File: src/spics_sync.sv
// Shared constants and the pin input synchroniser for the serial command port
`timescale 1ns/1ns
`default_nettype none

package spics_pkg;
    localparam int WORD_BITS = 8;
    localparam logic [2:0] LAST_BIT = 3'h7;
    localparam logic [7:0] NO_OPERATION_COMMAND = 8'hff;
    localparam int MEM_CMD_BIT = 7;
    localparam logic MEM_CMD_VALUE = 1'h0;
    localparam int MEM_ADDR_HI_W = 3;
    localparam int ST_MEM_READY_BIT = 7;
    localparam int ST_CTRL_READY_BIT = 5;
    localparam int ST_STATE_W = 5;
    localparam logic [2:0] BITCNT_RESET = 3'h0;
    localparam logic [1:0] BYTECNT_RESET = 2'h0;
    localparam logic [1:0] BYTECNT_PARAM = 2'h1;
    localparam logic [1:0] BYTECNT_MAX = 2'h2;
    localparam logic [7:0] SHIFT_RESET = 8'h00;
    // Pin idle levels in {sclk, mosi, csN} order: clock low, select high
    localparam logic [2:0] SYNC_RESET = 3'h1;
endpackage

module spics_sync #(
    parameter int W = 3,
    parameter logic [W-1:0] RST_VAL = '1
) (
    input wire logic mclk,
    input wire logic rst,
    input wire logic [W-1:0] asyncIn,
    output logic [W-1:0] syncOut
);
    logic [W-1:0] stage1_q;
    logic [W-1:0] stage2_q;
    logic [W-1:0] stage1_d;
    logic [W-1:0] stage2_d;

    // Stage one feeds only stage two
    always_comb begin
        stage1_d = asyncIn;
        stage2_d = stage1_q;
    end

    // Reset holds each pin's idle level so no false edge follows reset
    always_ff @(posedge mclk or posedge rst) begin
        if (rst) begin
            stage1_q <= RST_VAL;
            stage2_q <= RST_VAL;
        end else begin
            stage1_q <= stage1_d;
            stage2_q <= stage2_d;
        end
    end

    assign syncOut = stage2_q;
endmodule

`default_nettype wire

File: src/spics_slave.sv
// Serial command slave: frames command bytes, returns status, dispatches commands
`timescale 1ns/1ns
`default_nettype none

// Function
// - Slave only; interface and output drive active only while chip select low.
// - All transfers are eight-bit words.
// - Bits shift most significant first in both directions.
// - Incoming data sampled on serial clock rising edge.
// - Outgoing bits change on serial clock falling edge.
// - Chip select fall presents status MSB before any clock edge.
// - Command byte either drives controller transitions or opens memory access.
// - Memory commands handled separately, accepted in any controller state.
// - Controller command executes when chip select returns high.
// - Memory command executes on rising edge of first parameter MSB.
// - One command per chip select low period, taken from the first byte.
// - Each received byte returns a status byte with state and ready flags, or read data after a memory command with memRdSel high.
// - Eleven-bit address: top three bits in command low bits, rest next byte.
module spics_slave
    import spics_pkg::*;
(
    input wire logic mclk,
    input wire logic rst,
    input wire logic sclk,
    input wire logic mosi,
    input wire logic csN,
    output logic miso,
    output logic misoOeN,
    input wire logic [ST_STATE_W-1:0] controllerStateField,
    input wire logic controllerReadyFlag,
    input wire logic memReadyFlag,
    input wire logic memRdSel,
    input wire logic [WORD_BITS-1:0] memRdData,
    output logic rcCmdStrobe,
    output logic [WORD_BITS-1:0] rcCmd,
    output logic memCmdStrobe,
    output logic [WORD_BITS-1:0] memCmd,
    output logic [MEM_ADDR_HI_W-1:0] memAddrHi,
    output logic paramStrobe,
    output logic [WORD_BITS-1:0] paramByte
);
    logic sclkS;
    logic mosiS;
    logic csNS;
    logic sclkP_q, sclkP_d;
    logic csNP_q, csNP_d;
    logic [2:0] bitCnt_q, bitCnt_d;
    logic [1:0] byteCnt_q, byteCnt_d;
    logic [WORD_BITS-1:0] rxShift_q, rxShift_d;
    logic [WORD_BITS-1:0] txShift_q, txShift_d;
    logic [WORD_BITS-1:0] cmd_q, cmd_d;
    logic cmdValid_q, cmdValid_d;
    logic miso_q, miso_d;
    logic misoOeN_q, misoOeN_d;
    logic rcStb_q, rcStb_d;
    logic [WORD_BITS-1:0] rcCmd_q, rcCmd_d;
    logic memStb_q, memStb_d;
    logic [WORD_BITS-1:0] memCmd_q, memCmd_d;
    logic parStb_q, parStb_d;
    logic [WORD_BITS-1:0] parByte_q, parByte_d;
    logic sclkRise, sclkFall, csFall, csRise;
    logic isMem;
    logic [WORD_BITS-1:0] statusWord;
    logic [WORD_BITS-1:0] nextWord;
    logic [WORD_BITS-1:0] rxFull;

    spics_sync #(.W(3), .RST_VAL(SYNC_RESET)) uSync (
        .mclk(mclk),
        .rst(rst),
        .asyncIn({sclk, mosi, csN}),
        .syncOut({sclkS, mosiS, csNS})
    );

    // Edges seen one sync delay late; mclk must run well above the serial clock
    assign sclkRise = sclkS & ~sclkP_q;
    assign sclkFall = ~sclkS & sclkP_q;
    assign csFall = ~csNS & csNP_q;
    assign csRise = csNS & ~csNP_q;
    assign isMem = (cmd_q[MEM_CMD_BIT] == MEM_CMD_VALUE);

    always_comb begin
        statusWord = '0;
        statusWord[ST_MEM_READY_BIT] = memReadyFlag;
        statusWord[ST_CTRL_READY_BIT] = controllerReadyFlag;
        statusWord[ST_STATE_W-1:0] = controllerStateField;
    end

    // Read data replaces status only while a memory command owns the frame
    assign nextWord = (memRdSel && cmdValid_q && isMem) ? memRdData : statusWord;
    assign rxFull = {rxShift_q[WORD_BITS-2:0], mosiS};

    always_comb begin
        sclkP_d = sclkS;
        csNP_d = csNS;
        bitCnt_d = bitCnt_q;
        byteCnt_d = byteCnt_q;
        rxShift_d = rxShift_q;
        txShift_d = txShift_q;
        cmd_d = cmd_q;
        cmdValid_d = cmdValid_q;
        miso_d = miso_q;
        misoOeN_d = csNS;
        rcStb_d = 1'b0;
        rcCmd_d = rcCmd_q;
        memStb_d = 1'b0;
        memCmd_d = memCmd_q;
        parStb_d = 1'b0;
        parByte_d = parByte_q;
        if (csFall) begin
            bitCnt_d = BITCNT_RESET;
            byteCnt_d = BYTECNT_RESET;
            cmdValid_d = 1'b0;
            txShift_d = statusWord;
            miso_d = statusWord[WORD_BITS-1];
        end else if (csRise) begin
            // A partial first byte never sets cmdValid, so nothing runs
            if (cmdValid_q && !isMem && cmd_q != NO_OPERATION_COMMAND) begin
                rcStb_d = 1'b1;
                rcCmd_d = cmd_q;
            end
            cmdValid_d = 1'b0;
        end else if (!csNS) begin
            if (sclkRise) begin
                rxShift_d = rxFull;
                bitCnt_d = bitCnt_q + 3'h1;
                if (bitCnt_q == BITCNT_RESET && byteCnt_q == BYTECNT_PARAM
                    && cmdValid_q && isMem) begin
                    memStb_d = 1'b1;
                    memCmd_d = cmd_q;
                end
                if (bitCnt_q == LAST_BIT) begin
                    if (byteCnt_q == BYTECNT_RESET) begin
                        cmd_d = rxFull;
                        cmdValid_d = 1'b1;
                    end else if (cmdValid_q && isMem) begin
                        parStb_d = 1'b1;
                        parByte_d = rxFull;
                    end
                    // Later bytes of a controller command are ignored
                    if (byteCnt_q != BYTECNT_MAX) begin
                        byteCnt_d = byteCnt_q + 2'h1;
                    end
                end
            end else if (sclkFall) begin
                if (bitCnt_q == BITCNT_RESET) begin
                    txShift_d = nextWord;
                    miso_d = nextWord[WORD_BITS-1];
                end else begin
                    txShift_d = {txShift_q[WORD_BITS-2:0], 1'b0};
                    miso_d = txShift_q[WORD_BITS-2];
                end
            end
        end
    end

    always_ff @(posedge mclk or posedge rst) begin
        if (rst) begin
            sclkP_q <= 1'b0;
            csNP_q <= 1'b1;
            bitCnt_q <= BITCNT_RESET;
            byteCnt_q <= BYTECNT_RESET;
            rxShift_q <= SHIFT_RESET;
            txShift_q <= SHIFT_RESET;
            cmd_q <= SHIFT_RESET;
            cmdValid_q <= 1'b0;
            miso_q <= 1'b0;
            misoOeN_q <= 1'b1;
            rcStb_q <= 1'b0;
            rcCmd_q <= SHIFT_RESET;
            memStb_q <= 1'b0;
            memCmd_q <= SHIFT_RESET;
            parStb_q <= 1'b0;
            parByte_q <= SHIFT_RESET;
        end else begin
            sclkP_q <= sclkP_d;
            csNP_q <= csNP_d;
            bitCnt_q <= bitCnt_d;
            byteCnt_q <= byteCnt_d;
            rxShift_q <= rxShift_d;
            txShift_q <= txShift_d;
            cmd_q <= cmd_d;
            cmdValid_q <= cmdValid_d;
            miso_q <= miso_d;
            misoOeN_q <= misoOeN_d;
            rcStb_q <= rcStb_d;
            rcCmd_q <= rcCmd_d;
            memStb_q <= memStb_d;
            memCmd_q <= memCmd_d;
            parStb_q <= parStb_d;
            parByte_q <= parByte_d;
        end
    end

    assign miso = miso_q;
    assign misoOeN = misoOeN_q;
    assign rcCmdStrobe = rcStb_q;
    assign rcCmd = rcCmd_q;
    assign memCmdStrobe = memStb_q;
    assign memCmd = memCmd_q;
    assign memAddrHi = memCmd_q[MEM_ADDR_HI_W-1:0];
    assign paramStrobe = parStb_q;
    assign paramByte = parByte_q;
endmodule

`default_nettype wire

File: config.mk
export PLATFORM = sky130hd
export DESIGN_NAME = spics_slave
export DESIGN_NICKNAME = d
export VERILOG_FILES = /design/src/spics_sync.sv /design/src/spics_slave.sv
export SDC_FILE = /design/constraint.sdc
export NUM_CORES = 1
export LEC_CHECK = 0
export ABC_AREA = 1
export ABC_CLOCK_PERIOD_IN_PS = 5900
export BUFFER_PORTS_ARGS = -buffer_cell sky130_fd_sc_hd__buf_2
export CORE_MARGIN = 3
export CORE_UTILIZATION = 46
export CTS_BUF_LIST = sky130_fd_sc_hd__clkbuf_2 sky130_fd_sc_hd__clkbuf_4 sky130_fd_sc_hd__clkbuf_8
export CTS_CLUSTER_DIAMETER = 80
export DETAILED_ROUTE_END_ITERATION = 16
export GPL_ROUTABILITY_DRIVEN = 0
export GPL_TIMING_DRIVEN = 0
export PLACE_DENSITY = 0.68
export SLEW_MARGIN = 0
export SYNTH_ARGS = -nofsm -noshare
export SYNTH_HDL_FRONTEND = slang
export SYNTH_SLANG_ARGS = --single-unit
File: constraint.sdc
create_clock -name mclk -period 5.9 [get_ports mclk]
set_clock_uncertainty 0.2 [all_clocks]
set_input_delay 0.59 -clock mclk [delete_from_list [all_inputs] [get_ports mclk]]
set_output_delay 0.59 -clock mclk [all_outputs]
set_load 0.02 [all_outputs]
==> impl_metrics.json <==
{
  "status": "completed",
  "setup_viol_count_final": 0,
  "std_cell_rows": 28,
  "synth_cell_types": 23,
  "fin_util_pct": 57.5,
  "drtIter0Drc": 136,
  "grt_usage_pct": 17.8,
  "clk_path_buf_depth": 2,
  "synthesis.nets": 369,
  "cts-resized-gates": 0,
  "max_freq_mhz": 467,
  "setup_tns_ns": 0,
  "tritoncts": "done",
  "drt-pass1-iter-count": 4,
  "start_kind": "flop",
  "arrival_ns": 2.16,
  "ir_worst_vdd_uv": 246,
  "dpl.hpwl_um": 4470,
  "post_cts_buffers": 0,
  "maxSlewViolCount": 0,
  "die_h_um": 86.0,
  "io_pins": 53,
  "cts_hold_buffers": 0,
  "core_sq_um": 6060,
  "drv_cap": 0,
  "powerDensity_nw_per_um2": 289,
  "rsz0062_at_grt": "no",
  "vias_per_cell": 5.00,
  "chipWidth_um": 86.0,
  "antenna_found_initial": 0,
  "antenna_cells": 0,
  "cts_root_buffer": "clkbuf_8",
  "clk_latency_ns": 0.33,
  "end_kind": "flop",
  "period_minus_slack_ns": 2.14,
  "ys_ff_latch": 64,
  "drc_errors": 0,
  "hold_viol": 0,
  "synth_area_sq_um": 2950,
  "cts_max_level": 3,
  "num_vias": 2406,
  "setup_ws_ns": 3.76,
  "yosys_warnings": 0,
  "drtAntennaViolNets": 0,
  "routed_wl_um": 6080,
  "syn_area_per_cell_sq_um": 8.69,
  "fin_crit_sh_pct": 36.3,
  "start_util_pct": 48.6,
  "clkSlewWorstSetupHoldPaths_ns": 0.06,
  "gr-total-overflow": 0,
  "hp-class": "input pin to asynchronous set/reset pin",
  "dp_slack_ns": 3.76,
  "port_buffers": 52,
  "area_delta_synth_final_pct": 18.3,
  "worst_pin_slew_ns": 0.548,
  "worst-r2r-setup-slack_ns": 3.76,
  "grt_pass1_wl_um": 10400,
  "grt_pass1_vias": 2301,
  "ys_seq_area_share_pct": 54.5,
  "leakagePower_nw": 1.92,
  "relSlewSlack_pct": 63.4,
  "cts_buffers": 9,
  "crit_type": "flop to flop",
  "grt_max_degree": 41,
  "hold_ws_ns": 0.101,
  "crit_required_ns": 5.92,
  "die_area_sq_um": 7400,
  "critical_path.max_fanout": 10,
  "wl_per_cell_um": 12.6,
  "clock_sink_count": 64,
  "drive_gt1_share_pct": 24.9,
  "fin_nets": 433,
  "synth_cells": 339
}
[final cells by class]
type | instances | area [sq um]
plain buffers | 9 | 57.6
clock buffers | 13 | 160
clock inverters | 1 | 5.00
fillers | 560 | 2570
inverters | 29 | 109
multi-input cells | 237 | 1170
flip-flops and latches | 64 | 1610
well taps | 75 | 93.8
repair buffers | 53 | 280
[cells in the mapped netlist, drive strengths merged]
| library cell | n | area, sq um |
|---|---|---|
| dfstp | 3 | 78.8 |
| o21ai | 21 | 135 |
| inv | 29 | 109 |
| nand2 | 128 | 490 |
| nor4 | 1 | 6.26 |
| nor3 | 4 | 53.8 |
| a21oi | 9 | 45.0 |
| nor2 | 19 | 76.3 |
| dfrtp | 61 | 1530 |
| o21bai | 1 | 7.51 |
| buf | 8 | 53.8 |
| clkbuf | 1 | 3.75 |
| ha | 9 | 113 |
| nand3 | 37 | 198 |
| nand4 | 8 | 50.1 |
[stage by stage]
step                cell area, sq um  instances  power (mW)
floorplan                       2950        339       0.645
global placement                3300        466       0.687
detailed placement              3320        467       0.696
CTS                             3490        481        1.02
global route                    3490        481        1.07
finish                          3490        481        1.01
[path summary, 6_finish.rpt]
path	startpoint	to	depth (start not counted)
max in group asynchronous	rst	uSync.syncOut[0]	3
min reg2reg	uSync.stage1_q[2]	uSync.syncOut[2]	0
min in group mclk	uSync.stage1_q[2]	uSync.syncOut[2]	0
max	misoOeN	cmd_q[2]	8
min	rst	rcCmd[7]	2
max reg2reg	misoOeN	cmd_q[2]	8
[flip-flops by register name (all words and copies together), names as in the netlist]
signal and cells:
cmdValid_q 1, memCmd 8, misoOeN 1, byteCnt_q 2, txShift_q 7, paramByte 8, paramStrobe 1, rcCmdStrobe 1
cmd_q 8, bitCnt_q 3, uSync.stage1_q 3, sclkP_q 1, memCmdStrobe 1, miso 1, rcCmd 8, uSync.syncOut 3
rxShift_q 7
[where the power goes]
part	internal, mW	leakage [nW]	switching, mW
Clock	0.173	0.0896	0.149
Sequential	0.482	0.844	0.0293
Combinational	0.0607	0.985	0.115
[cell families (layout without fill, tap and decap cells)]
family	count (synthesis)	in the layout	share of synthesized area, %
simple gates	197	197	29.7
flops	64	64	54.5
fa+ha+maj	9	9	3.82
buf+inv	38	105	5.65
compound gates	31	31	6.37
[worst max-delay path, cell delays in order (launching register included)]
cell and delay [ns]:
dfstp_2 0.57, inv_1 0.05, ha_1 0.34, nand2_2 0.08, nor3_4 0.28, nand3_4 0.17, buf_6 0.19, nand2_1 0.08
o21ai_2 0.06
[cells in the final DEF, fill, tap and decap left out, types with 5 or more instances in the layout]
cell type	n
a21oi_1	9
buf_2	56
clkbuf_8	10
dfrtp_1	61
ha_1	9
inv_1	24
inv_2	5
nand2_1	124
nand3_1	36
nand4_1	8
nor2_1	17
o21ai_0	13
o21ai_2	8
[routing by layer]
layer  vias up  global-route usage (%)  share of wire (%)
li1       1214                       -                  -
met1      1130                    23.8                 47
met2        54                    27.5                 47
met3         8                    5.38                5.2
met4         0                    6.33                1.2
met5         -                       0                  0
Power figures use the tool's default switching activity.
